==> config.mk <==
export PLATFORM = sky130hd
export DESIGN_NAME = cad_core
export DESIGN_NICKNAME = d
export VERILOG_FILES = /design/src/hdl/cad_pkg.sv /design/src/hdl/cad_alu16.sv /design/src/hdl/cad_core.sv
export SDC_FILE = /design/constraint.sdc
export NUM_CORES = 1
export LEC_CHECK = 0
export ABC_AREA = 1
export ABC_CLOCK_PERIOD_IN_PS = 6600
export BUFFER_PORTS_ARGS = -buffer_cell sky130_fd_sc_hd__clkbuf_2
export CAP_MARGIN = 20
export CORE_ASPECT_RATIO = 0.9
export CORE_UTILIZATION = 60
export CTS_BUF_LIST = sky130_fd_sc_hd__clkbuf_4 sky130_fd_sc_hd__clkbuf_8
export CTS_CLUSTER_SIZE = 25
export DETAILED_ROUTE_END_ITERATION = 6
export PLACE_DENSITY = 0.79
export REMOVE_ABC_BUFFERS = 1
export SLEW_MARGIN = 20
export SYNTH_ARGS = -nofsm -noshare
export SYNTH_HDL_FRONTEND = slang
export SYNTH_SLANG_ARGS = --single-unit
==> constraint.sdc <==
create_clock -name mclk_in -period 6.6 [get_ports mclk_in]
set_clock_uncertainty 0.2 [all_clocks]
set_input_delay 0.66 -clock mclk_in [delete_from_list [all_inputs] [get_ports mclk_in]]
set_output_delay 0.66 -clock mclk_in [all_outputs]
set_load 0.01 [all_outputs]
==> src/hdl/cad_pkg.sv <==
/*
  Shared constants for the addressing and double-operation core: opcodes,
  cycle counts, condition-code layout, reset values, ALU and state encodings.
  Assumes one clock domain and a byte-wide memory bus.
*/
package cad_pkg;

  localparam int unsigned CAD_ADDR_W = 16;
  localparam int unsigned CAD_DATA_W = 8;

  // Opcodes handled by the core
  localparam logic [7:0] OP_NOP         = 8'h01;
  localparam logic [7:0] OP_SHR_DOUBLE  = 8'h04;
  localparam logic [7:0] OP_SHL_DOUBLE  = 8'h05;
  localparam logic [7:0] OP_BRA         = 8'h20;
  localparam logic [7:0] OP_BRANCH_NEVER = 8'h21;
  localparam logic [7:0] OP_SP_TO_IDX   = 8'h30;
  localparam logic [7:0] OP_IDX_TO_SP   = 8'h35;
  localparam logic [7:0] OP_PULL_INDEX  = 8'h38;
  localparam logic [7:0] OP_ADD_B_IDX   = 8'h3A;
  localparam logic [7:0] OP_PUSH_INDEX  = 8'h3C;
  localparam logic [7:0] OP_MULTIPLY    = 8'h3D;
  localparam logic [7:0] OP_SUB_D_IMM   = 8'h83;
  localparam logic [7:0] OP_CMP_X_IMM   = 8'h8C;
  localparam logic [7:0] OP_SUB_D_IDX   = 8'hA3;
  localparam logic [7:0] OP_CMP_X_IDX   = 8'hAC;
  localparam logic [7:0] OP_SUB_D_EXT   = 8'hB3;
  localparam logic [7:0] OP_CMP_X_EXT   = 8'hBC;
  localparam logic [7:0] OP_ADD_D_IMM   = 8'hC3;
  localparam logic [7:0] OP_LOAD_D_IMM  = 8'hCC;
  localparam logic [7:0] OP_ADD_D_IDX   = 8'hE3;
  localparam logic [7:0] OP_LOAD_D_IDX  = 8'hEC;
  localparam logic [7:0] OP_STORE_D_IDX = 8'hED;
  localparam logic [7:0] OP_ADD_D_EXT   = 8'hF3;
  localparam logic [7:0] OP_LOAD_D_EXT  = 8'hFC;
  localparam logic [7:0] OP_STORE_D_EXT = 8'hFD;
  localparam logic [3:0] OP_BRANCH_HI   = 4'h2;

  // Addressing mode field, opcode bits 5:4 of the 16-bit operations
  localparam logic [1:0] MODE_IMM = 2'h0;
  localparam logic [1:0] MODE_IDX = 2'h2;
  localparam logic [1:0] MODE_EXT = 2'h3;

  // Bus cycles per instruction
  localparam logic [3:0] CYC_NOP       = 4'h2;
  localparam logic [3:0] CYC_SHORT     = 4'h3;
  localparam logic [3:0] CYC_PUSH_X    = 4'h4;
  localparam logic [3:0] CYC_PULL_X    = 4'h5;
  localparam logic [3:0] CYC_MUL       = 4'hA;
  localparam logic [3:0] CYC_ARITH_IMM = 4'h4;
  localparam logic [3:0] CYC_ARITH_MEM = 4'h6;
  localparam logic [3:0] CYC_LOAD_IMM  = 4'h3;
  localparam logic [3:0] CYC_LOAD_MEM  = 4'h5;
  localparam logic [3:0] CYC_STORE_MEM = 4'h5;

  // Condition-code bit positions
  localparam int unsigned CC_N = 3;
  localparam int unsigned CC_Z = 2;
  localparam int unsigned CC_V = 1;
  localparam int unsigned CC_C = 0;

  localparam logic [15:0] RST_PC = 16'h0000;
  localparam logic [15:0] RST_SP = 16'h00FF;
  localparam logic [3:0]  RST_CC = 4'h0;

  typedef enum logic [2:0] {
    ALU_ADD  = 3'h0,
    ALU_SUB  = 3'h1,
    ALU_SHL  = 3'h2,
    ALU_SHR  = 3'h3,
    ALU_PASS = 3'h4
  } cad_alu_op_t;

  typedef enum logic [2:0] {
    ST_FETCH = 3'b000,
    ST_OP1   = 3'b001,
    ST_OP2   = 3'b011,
    ST_RD_HI = 3'b010,
    ST_RD_LO = 3'b110,
    ST_WR1   = 3'b111,
    ST_WR2   = 3'b101,
    ST_PAD   = 3'b100
  } cad_state_t;

endpackage

==> src/hdl/cad_alu16.sv <==
/*
  Sixteen-bit arithmetic unit: add, subtract, shifts and pass-through, with
  N Z V C flags. Purely combinational; the caller registers its results.
*/
`timescale 1ns/10ps
module cad_alu16
  import cad_pkg::*;
(
  input  wire cad_alu_op_t op_in,
  input  wire logic [15:0] a_in,
  input  wire logic [15:0] b_in,
  input  wire logic        c_in,
  output logic      [15:0] res_out,
  output logic      [3:0]  flags_out
);

  logic [16:0] wide;
  logic        c_f;
  logic        v_f;

  always_comb begin
    wide    = 17'h00000;
    res_out = b_in;
    c_f     = c_in;
    v_f     = 1'b0;
    case (op_in)
      ALU_ADD: begin
        wide    = {1'b0, a_in} + {1'b0, b_in};
        res_out = wide[15:0];
        c_f     = wide[16];
        v_f     = (a_in[15] == b_in[15]) && (res_out[15] != a_in[15]);
      end
      ALU_SUB: begin
        wide    = {1'b0, a_in} - {1'b0, b_in};
        res_out = wide[15:0];
        c_f     = wide[16];
        v_f     = (a_in[15] != b_in[15]) && (res_out[15] != a_in[15]);
      end
      ALU_SHL: begin
        res_out = {a_in[14:0], 1'b0};
        c_f     = a_in[15];
        v_f     = res_out[15] ^ a_in[15];
      end
      ALU_SHR: begin
        res_out = {1'b0, a_in[15:1]};
        c_f     = a_in[0];
        v_f     = a_in[0];
      end
      default: begin
        res_out = b_in;
      end
    endcase
    flags_out = {res_out[15], (res_out == 16'h0000), v_f, c_f};
  end

endmodule

==> src/hdl/cad_core.sv <==
/*
  Execution core for extended, indexed, implied and relative addressing and
  the 16-bit, multiply and index/stack operations. Memory on the same clock
  answers mem_rdata_in combinationally for mem_addr_out in the same cycle and
  writes mem_wdata_out at the edge that ends a cycle with mem_we_out high.
*/
// Function
// (RQ1) Extended mode: byte two is address high, byte three low; three bytes.
// (RQ2) Indexed mode: unsigned byte two plus index low, carry into high; two bytes.
// (RQ3) Indexed address lives in a temporary register; index stays untouched.
// (RQ4) Implied instructions take location from opcode; one byte long.
// (RQ5) Relative: signed offset added to PC low plus two, carry to high.
// (RQ6) Add B to index unsigned, carry into high byte, flags unchanged.
// (RQ7) Double add: memory word M:M+1 added into double accumulator.
// (RQ8) Double left shift: zero into bit 0, carry from old bit 15.
// (RQ9) Double right shift: zero into bit 15, carry from old bit 0.
// (RQ10) Double load fills A:B from memory and sets flags from data.
// (RQ11) Multiply A by B unsigned; 16-bit product in A:B, A high.
// (RQ12) Push index: low then high at SP, decrementing each; four cycles.
// (RQ13) Pull index: increment, read high; increment, read low; five cycles.
// (RQ14) Double store writes A at M, B at M+1; accumulators unchanged.
// (RQ15) Double subtract: memory word subtracted from double accumulator.
// (RQ16) Branch never: two-byte no-operation taking three cycles.
// (RQ17) Index compare sets N Z V C from index minus memory word.
// (RQ18) Double accumulator is A:B with A the upper byte.
// (RQ19) Index to SP loads X-1; SP to index loads SP+1; flags kept.
`timescale 1ns/10ps
module cad_core
  import cad_pkg::*;
#(
  parameter logic [15:0] RESET_PC = RST_PC,
  parameter logic [15:0] RESET_SP = RST_SP
) (
  input  wire logic        mclk_in,
  input  wire logic        rst_n_in,
  input  wire logic [7:0]  mem_rdata_in,
  output logic      [15:0] mem_addr_out,
  output logic      [7:0]  mem_wdata_out,
  output logic             mem_we_out,
  output logic             fetch_out,
  output logic             illegal_out,
  output logic      [15:0] pc_out,
  output logic      [15:0] sp_out,
  output logic      [15:0] index_out,
  output logic      [15:0] double_accumulator_out,
  output logic      [3:0]  cc_out
);

  typedef struct packed {
    cad_state_t  st;
    logic [7:0]  op;
    logic [3:0]  cyc;
    logic [3:0]  total;
    logic [15:0] pc;
    logic [15:0] sp;
    logic [15:0] x;
    logic [15:0] ea;
    logic [7:0]  a;
    logic [7:0]  b;
    logic [7:0]  tmp;
    logic [3:0]  cc;
    logic [15:0] addr;
    logic [7:0]  wdata;
    logic        we;
    logic        illegal;
  } cad_core_state_t;

  localparam cad_core_state_t RST_VAL = '{
    st: ST_FETCH, op: 8'h00, cyc: 4'h0, total: CYC_NOP, pc: RESET_PC,
    sp: RESET_SP, x: 16'h0000, ea: 16'h0000, a: 8'h00, b: 8'h00,
    tmp: 8'h00, cc: RST_CC, addr: RESET_PC, wdata: 8'h00, we: 1'b0,
    illegal: 1'b0};

  cad_core_state_t s_q;
  cad_core_state_t s_d;
  logic [7:0]      op_cur;
  logic [15:0]     dacc;
  cad_alu_op_t     alu_op;
  logic [15:0]     alu_a;
  logic [15:0]     alu_res;
  logic [3:0]      alu_flags;
  logic [15:0]     product;
  logic [3:0]      cyc_done;
  logic            last;

  function automatic logic [3:0] cyc_of(input logic [7:0] op);
    case (op)
      OP_NOP:                                   cyc_of = CYC_NOP;
      OP_SHR_DOUBLE, OP_SHL_DOUBLE, OP_SP_TO_IDX,
      OP_IDX_TO_SP, OP_ADD_B_IDX:               cyc_of = CYC_SHORT;
      OP_PUSH_INDEX:                            cyc_of = CYC_PUSH_X;
      OP_PULL_INDEX:                            cyc_of = CYC_PULL_X;
      OP_MULTIPLY:                              cyc_of = CYC_MUL;
      OP_SUB_D_IMM, OP_CMP_X_IMM, OP_ADD_D_IMM:  cyc_of = CYC_ARITH_IMM;
      OP_SUB_D_IDX, OP_CMP_X_IDX, OP_ADD_D_IDX,
      OP_SUB_D_EXT, OP_CMP_X_EXT, OP_ADD_D_EXT:  cyc_of = CYC_ARITH_MEM;
      OP_LOAD_D_IMM:                            cyc_of = CYC_LOAD_IMM;
      OP_LOAD_D_IDX, OP_LOAD_D_EXT:             cyc_of = CYC_LOAD_MEM;
      OP_STORE_D_IDX, OP_STORE_D_EXT:           cyc_of = CYC_STORE_MEM;
      default: begin
        cyc_of = (op[7:4] == OP_BRANCH_HI) ? CYC_SHORT : 4'h0;
      end
    endcase
  endfunction

  function automatic cad_alu_op_t alu_of(input logic [7:0] op);
    case (op)
      OP_ADD_D_IMM, OP_ADD_D_IDX, OP_ADD_D_EXT: alu_of = ALU_ADD;
      OP_SUB_D_IMM, OP_SUB_D_IDX, OP_SUB_D_EXT,
      OP_CMP_X_IMM, OP_CMP_X_IDX, OP_CMP_X_EXT: alu_of = ALU_SUB;
      OP_SHL_DOUBLE:                            alu_of = ALU_SHL;
      OP_SHR_DOUBLE:                            alu_of = ALU_SHR;
      default:                                  alu_of = ALU_PASS;
    endcase
  endfunction

  // Carry out of the low byte ripples into the high byte
  function automatic logic [15:0] idx_addr(input logic [15:0] x, input logic [7:0] off);
    logic [8:0] lo;
    logic [7:0] hi;
    lo = {1'b0, x[7:0]} + {1'b0, off};
    hi = x[15:8] + {7'h00, lo[8]};
    return {hi, lo[7:0]};
  endfunction

  // A negative offset with no low-byte carry is a borrow from the high byte
  function automatic logic [15:0] rel_target(input logic [15:0] pc2, input logic [7:0] off);
    logic [8:0] lo;
    logic [7:0] hi;
    lo = {1'b0, pc2[7:0]} + {1'b0, off};
    if (off[7]) begin
      hi = lo[8] ? pc2[15:8] : pc2[15:8] - 8'h01;
    end else begin
      hi = pc2[15:8] + {7'h00, lo[8]};
    end
    return {hi, lo[7:0]};
  endfunction

  function automatic logic branch_taken(input logic [3:0] cond, input logic [3:0] cc);
    logic n;
    logic z;
    logic v;
    logic c;
    logic t;
    n = cc[CC_N];
    z = cc[CC_Z];
    v = cc[CC_V];
    c = cc[CC_C];
    case (cond[3:1])
      3'h0:    t = 1'b1;
      3'h1:    t = !(c | z);
      3'h2:    t = !c;
      3'h3:    t = !z;
      3'h4:    t = !v;
      3'h5:    t = !n;
      3'h6:    t = !(n ^ v);
      default: t = !(z | (n ^ v));
    endcase
    return cond[0] ? !t : t;
  endfunction

  assign dacc     = {s_q.a, s_q.b}; // RQ18
  assign op_cur   = (s_q.st == ST_FETCH) ? mem_rdata_in : s_q.op;
  assign alu_op   = alu_of(op_cur);
  assign alu_a    = (op_cur[3:0] == OP_CMP_X_IMM[3:0]) ? s_q.x : dacc;
  assign product  = {8'h00, s_q.a} * {8'h00, s_q.b};
  assign cyc_done = s_q.cyc + 4'h1;

  cad_alu16 u_alu (
    .op_in     (alu_op),
    .a_in      (alu_a),
    .b_in      ({s_q.tmp, mem_rdata_in}),
    .c_in      (s_q.cc[CC_C]),
    .res_out   (alu_res),
    .flags_out (alu_flags)
  );

  always_comb begin
    s_d     = s_q;
    s_d.we  = 1'b0;
    s_d.cyc = cyc_done;
    last    = cyc_done >= ((s_q.st == ST_FETCH) ? s_d.total : s_q.total);
    case (s_q.st)
      ST_FETCH: begin
        s_d.op      = mem_rdata_in;
        s_d.pc      = s_q.pc + 16'h0001;
        s_d.total   = (cyc_of(mem_rdata_in) == 4'h0) ? CYC_NOP : cyc_of(mem_rdata_in);
        s_d.illegal = (cyc_of(mem_rdata_in) == 4'h0);
        last        = cyc_done >= s_d.total;
        s_d.st      = last ? ST_FETCH : ST_PAD;
        case (mem_rdata_in)
          OP_ADD_B_IDX:  s_d.x = s_q.x + {8'h00, s_q.b}; // RQ6 RQ4
          OP_IDX_TO_SP:  s_d.sp = s_q.x - 16'h0001; // RQ19
          OP_SP_TO_IDX:  s_d.x = s_q.sp + 16'h0001; // RQ19
          OP_SHL_DOUBLE, OP_SHR_DOUBLE: begin
            {s_d.a, s_d.b} = alu_res; // RQ8 RQ9
            s_d.cc         = alu_flags;
          end
          OP_MULTIPLY: begin
            {s_d.a, s_d.b} = product; // RQ11
            s_d.cc[CC_C]   = product[7];
          end
          OP_PUSH_INDEX: begin
            s_d.addr  = s_q.sp; // RQ12
            s_d.wdata = s_q.x[7:0];
            s_d.we    = 1'b1;
            s_d.sp    = s_q.sp - 16'h0001;
            s_d.st    = ST_WR1;
          end
          OP_PULL_INDEX: begin
            s_d.sp   = s_q.sp + 16'h0001; // RQ13
            s_d.addr = s_q.sp + 16'h0001;
            s_d.st   = ST_RD_HI;
          end
          default: begin
            if (!s_d.illegal && mem_rdata_in != OP_NOP && mem_rdata_in[7:6] != 2'b00 ||
                mem_rdata_in[7:4] == OP_BRANCH_HI) begin
              s_d.st = ST_OP1;
            end
          end
        endcase
      end
      ST_OP1: begin
        s_d.pc = s_q.pc + 16'h0001;
        s_d.st = ST_OP2;
        if (s_q.op[7:4] == OP_BRANCH_HI) begin
          // Branch never and untaken branches fall through after byte two
          if (branch_taken(s_q.op[3:0], s_q.cc)) begin
            s_d.pc = rel_target(s_q.pc + 16'h0001, mem_rdata_in); // RQ5
          end
          s_d.st = last ? ST_FETCH : ST_PAD; // RQ16
        end else if (s_q.op[5:4] == MODE_IDX) begin
          s_d.ea   = idx_addr(s_q.x, mem_rdata_in); // RQ2 RQ3
          s_d.addr = idx_addr(s_q.x, mem_rdata_in);
          s_d.st   = ST_RD_HI;
          if (s_q.op == OP_STORE_D_IDX) begin
            s_d.wdata = s_q.a; // RQ14
            s_d.we    = 1'b1;
            s_d.st    = ST_WR1;
          end
        end else begin
          s_d.tmp  = mem_rdata_in;
          s_d.addr = s_q.pc + 16'h0001;
        end
      end
      ST_OP2: begin
        s_d.pc = s_q.pc + 16'h0001;
        if (s_q.op[5:4] == MODE_IMM) begin
          s_d.st = last ? ST_FETCH : ST_PAD;
          if (s_q.op == OP_LOAD_D_IMM) begin
            {s_d.a, s_d.b} = alu_res; // RQ10
            s_d.cc         = {alu_flags[3:2], 1'b0, s_q.cc[CC_C]};
          end else if (s_q.op == OP_CMP_X_IMM) begin
            s_d.cc = alu_flags; // RQ17
          end else begin
            {s_d.a, s_d.b} = alu_res; // RQ7 RQ15
            s_d.cc         = alu_flags;
          end
        end else begin
          s_d.ea   = {s_q.tmp, mem_rdata_in}; // RQ1
          s_d.addr = {s_q.tmp, mem_rdata_in};
          s_d.st   = ST_RD_HI;
          if (s_q.op == OP_STORE_D_EXT) begin
            s_d.wdata = s_q.a; // RQ14
            s_d.we    = 1'b1;
            s_d.st    = ST_WR1;
          end
        end
      end
      ST_RD_HI: begin
        s_d.st = ST_RD_LO;
        if (s_q.op == OP_PULL_INDEX) begin
          s_d.x[15:8] = mem_rdata_in; // RQ13
          s_d.sp      = s_q.sp + 16'h0001;
          s_d.addr    = s_q.sp + 16'h0001;
        end else begin
          s_d.tmp  = mem_rdata_in;
          s_d.addr = s_q.addr + 16'h0001;
        end
      end
      ST_RD_LO: begin
        s_d.st = last ? ST_FETCH : ST_PAD;
        if (s_q.op == OP_PULL_INDEX) begin
          s_d.x[7:0] = mem_rdata_in; // RQ13
        end else if (s_q.op == OP_CMP_X_IDX || s_q.op == OP_CMP_X_EXT) begin
          s_d.cc = alu_flags; // RQ17
        end else if (s_q.op == OP_LOAD_D_IDX || s_q.op == OP_LOAD_D_EXT) begin
          {s_d.a, s_d.b} = alu_res; // RQ10
          s_d.cc         = {alu_flags[3:2], 1'b0, s_q.cc[CC_C]};
        end else begin
          {s_d.a, s_d.b} = alu_res; // RQ7 RQ15
          s_d.cc         = alu_flags;
        end
      end
      ST_WR1: begin
        s_d.st = ST_WR2;
        s_d.we = 1'b1;
        if (s_q.op == OP_PUSH_INDEX) begin
          s_d.addr  = s_q.sp; // RQ12
          s_d.wdata = s_q.x[15:8];
          s_d.sp    = s_q.sp - 16'h0001;
        end else begin
          s_d.addr  = s_q.addr + 16'h0001; // RQ14
          s_d.wdata = s_q.b;
          s_d.cc    = {s_q.a[7], (dacc == 16'h0000), 1'b0, s_q.cc[CC_C]};
        end
      end
      ST_WR2: begin
        s_d.st = last ? ST_FETCH : ST_PAD;
      end
      ST_PAD: begin
        s_d.st = last ? ST_FETCH : ST_PAD;
      end
      default: begin
        s_d.st = ST_FETCH;
      end
    endcase
    // Byte two is read in the cycle right after the opcode
    if (s_d.st == ST_FETCH || s_d.st == ST_OP1) begin
      s_d.addr = s_d.pc;
    end
    // The cycle count restarts with every fetch
    if (s_d.st == ST_FETCH) begin
      s_d.cyc = 4'h0;
    end
  end

  always_ff @(posedge mclk_in) begin
    if (!rst_n_in) begin
      s_q <= RST_VAL;
    end else begin
      s_q <= s_d;
    end
  end

  assign mem_addr_out           = s_q.addr;
  assign mem_wdata_out          = s_q.wdata;
  assign mem_we_out             = s_q.we;
  assign fetch_out              = (s_q.st == ST_FETCH);
  assign illegal_out            = s_q.illegal;
  assign pc_out                 = s_q.pc;
  assign sp_out                 = s_q.sp;
  assign index_out              = s_q.x;
  assign double_accumulator_out = dacc;
  assign cc_out                 = s_q.cc;

  logic fop;
  assign fop = fetch_out;
endmodule

==> results by group <==
Min path
  – Worst Hold Class: register to register
  – Hold_sp: illegal_out$_SDFFE_PN0P_
  – Worst hold path depth: 2
  – Worst Hold End: illegal_out$_SDFFE_PN0P_

Clock tree
  – Skew-Pair Late Insertion Delay: around 0.5 ns
  – CTS HTree Levels: 4
  – TritonCTS Buffers: 17
  – Reg clk slew, reported paths: about 0.090 ns
  – Post-CTS sizing: 0
  – CTS tree: built
  – Setup bufs post-CTS: 0
  – Num Clock Sinks: 121
  – CTS Hold Bufs: 0
  – Bufs on Longest Clock Path: 2
  – CTS root buf: clkbuf_8

Detailed routing
  – Avg WL per Cell: 21.13 um
  – Number of DRC markers in iteration 0: approximately 2400
  – Post-DR vias/cell: ~6.3
  – Post-detailed-route count of antenna-violating nets: 0
  – Via count: around 19000
  – DRC viols: 8
  – First-pass iteration count of the detailed router: 7
  – DRT Wirelength: approximately 63000 um

STA
  – Setup TNS: 0 ns
  – Final Hold Fails: 0
  – Final period utilization: 0.7688
  – Worst setup margin: between 1.5 and 2 ns
  – RSZ-0062 raised after global routing: false
  – Fmax: ~200 MHz
  – Worst Tran Pin Value: approximately 1 ns
  – # setup viols final: 0
  – Relative slew slack: 0.3265
  – Slew Viols, Final: 0
  – Fin crit period: 5.074 ns

Global route
  – Largest net degree at the start of global routing: 43
  – Vias in the first global route: 17170
  – Antenna violations before repair: 3
  – Global-route wire length before repair: around 96000 um
  – GRT Residual Overflow: 0
  – Overall Global Routing Usage: 0.4499

Floorplanning
  – Total die area: approximately 0.028 sq mm
  – Die Y-Extent: 158.3 um
  – I/O pin cnt: 105
  – Initial Util: 0.6184
  – FP Rows: 56
  – Die width: ~180 um
  – Core Area: 0.02635 sq mm

Place
  – GPL Wtd Cong: around 1.1
  – I/O Buffers: about 100
  – Pre-CTS setup slack: ~1.5 ns
  – HPWL after DPL: 47770 um

Job
  – Maximum Capacitance Violations: 0

Logic synthesis
  – #FFs+latches synth: roughly 120
  – Post-Syn Area: 0.01629 sq mm
  – Sequential area share after synthesis: 0.1487
  – Synth unique cells: 53
  – YS warnings: 0
  – Syn_area_per_cell: 6.045 sq um
  – Cell count after synthesis: 2695

Critical path
  – Critical path peak fanout: 14
  – CP required: 6.75 ns
  – R2R Path End: double_accumulator_out[14]$_SDFFE_PN0P_
  – Crit path kind: register to register
  – R2R depth: 17
  – Flop2flop setup slack: between 1.5 and 2 ns
  – Setup crit end kind: register
  – Critical Path AT: 5.23 ns
  – Worst Setup Start Kind: register
  – R2r startpoint: double_accumulator_out[4]$_SDFFE_PN0P_

Finish
  – Ant. Diodes: 0
  – Area Overhead vs Synth: 1.828%
  – Final-stage net count: ~2800
  – Share of layout cells above drive strength 1: 0.08535
  – Commonest non-fill, non-tap cell in the layout: nand2_1
  – Most frequent cells in the layout: 658 x nand2_1, 351 x inv_1, 244 x nor2_1, 193 x a21oi_1, 192 x nand3_1

Outcome
  – Status: complete, but fails checks
  – Failing checks: design-rule violations

Power
  – Worst ir drop on vdd: 0.0002048 V
  – Static Leak: between 8 and 9 nW
  – Power per Cell Area: 441.9 mW/mm^2
area by class of cell:
type,instances,area [sq um]
Fill cell,2561,9756
Clock buffer,19,255.2
Timing Repair Buffer,116,610.6
Clock inverter,12,150.1
Tap cell,348,435.4
Sequential cell,121,2422
Inverter,373,1400
Multi-Input combinational cell,2007,11320
worst max-delay path, stage by stage (launching register included):
cell      delay, ns
dfxtp_1        0.81
nand2_1        0.21
fa_1           0.56
fa_1           0.50
inv_1          0.06
fa_1           0.51
fa_1           0.49
ha_1           0.37
a21oi_1        0.16
o21ai_0        0.09
a21oi_1        0.21
o21ai_0        0.16
a21oi_1        0.16
o21bai_1       0.09
nand2_1        0.07
nand2_1        0.04
o211ai_1       0.18
a21oi_1        0.08
through the flow:
step	hold slack, ns	area, sq um	util	cells	total power [mW]
floorplan	0.2426	15140	-	2501	4.632
global placement	0.2566	16180	0.6143	2965	6.236
detailed placement	0.2670	16180	0.6143	2965	6.316
CTS	0.2793	16590	0.6297	2996	7.082
global route	0.3033	16590	0.6297	2996	7.805
finish	0.2763	16590	0.6297	2996	7.331
flip-flops by register name, summed over array words and instances, names as in the netlist:
| signal | cells |
|---|---|
| pc_out | 16 |
| index_out | 16 |
| mem_addr_out | 16 |
| s_q | 27 |
| sp_out | 16 |
| double_accumulator_out | 16 |
| cc_out | 4 |
| illegal_out | 1 |
| mem_we_out | 1 |
| mem_wdata_out | 8 |
logic make-up after synthesis:
group           after synthesis  share of synthesized area
simple gates               1244                     0.3272
flops                       121                     0.1487
compound gates              548                     0.1976
fa+ha+maj                   153                     0.1364
buf+inv                     567                     0.1567
xor+xnor                     62                    0.03333
metal layers:
| metal | share of wire | wire length, um | track usage |
|---|---|---|---|
| met1 | 0.38 | 23870 | 0.5576 |
| met5 | 0.00013 | 8 | 0 |
| met2 | 0.43 | 27510 | 0.7079 |
| met3 | 0.12 | 7741 | 0.1027 |
| met4 | 0.066 | 4189 | 0.2853 |
worst max-delay path by stage:
| stage | from | to | slack, ns | cells past startpoint |
|---|---|---|---|---|
| 2_1_floorplan | double_accumulator_out[7]$_SDFFE_PN0P_ | double_accumulator_out[14]$_SDFFE_PN0P_ | 2.05 | 16 |
| 3_3_place_gp | mem_rdata_in[1] | mem_addr_out[11]$_SDFFE_PN0P_ | 1.55 | 28 |
| 3_5_place_dp | mem_rdata_in[1] | mem_addr_out[11]$_SDFFE_PN0P_ | 1.45 | 28 |
| 4_1_cts | double_accumulator_out[4]$_SDFFE_PN0P_ | double_accumulator_out[14]$_SDFFE_PN0P_ | 1.57 | 17 |
| 5_1_grt | double_accumulator_out[4]$_SDFFE_PN0P_ | double_accumulator_out[14]$_SDFFE_PN0P_ | 1.22 | 17 |
| 6_report | double_accumulator_out[4]$_SDFFE_PN0P_ | double_accumulator_out[14]$_SDFFE_PN0P_ | 1.53 | 17 |
cells in the mapped netlist (all sizes together):
library cell | number | area share
clkbuf | 77 | 0.018
o311ai | 3 | 0.0016
a21boi | 3 | 0.0014
o211ai | 48 | 0.022
a211oi | 3 | 0.0014
nand2 | 678 | 0.16
o21ai | 176 | 0.057
ha | 112 | 0.086
a41oi | 2 | 0.0011
nor2 | 260 | 0.065
clkinv | 11 | 0.0025
a31oi | 35 | 0.013
o21bai | 9 | 0.0041
nor4 | 9 | 0.0038
a221oi | 15 | 0.0081
a21o | 8 | 0.0037
a22oi | 5 | 0.0023
buf | 117 | 0.053
o221ai | 8 | 0.0043
nand3 | 194 | 0.060
xor2 | 49 | 0.026
o21a | 3 | 0.0014
inv | 362 | 0.083
nor3 | 39 | 0.012
nand3b | 6 | 0.0028
dfxtp | 121 | 0.15
o2111ai | 10 | 0.0054
o221a | 1 | 0.00069
o22ai | 21 | 0.0081
xnor2 | 13 | 0.0070
a2111oi | 1 | 0.00054
fa | 41 | 0.050
a21oi | 196 | 0.061
o22a | 1 | 0.00054
or2 | 14 | 0.0054
nand4 | 44 | 0.017
power by group:
| group | total (mW) | switching, mW | internal [mW] |
|---|---|---|---|
| sequential | 1.55 | 0.598 | 0.956 |
| clock | 0.760 | 0.376 | 0.384 |
| combinational | 5.02 | 3.49 | 1.52 |
Note: power is estimated with default switching activity, not from simulation.
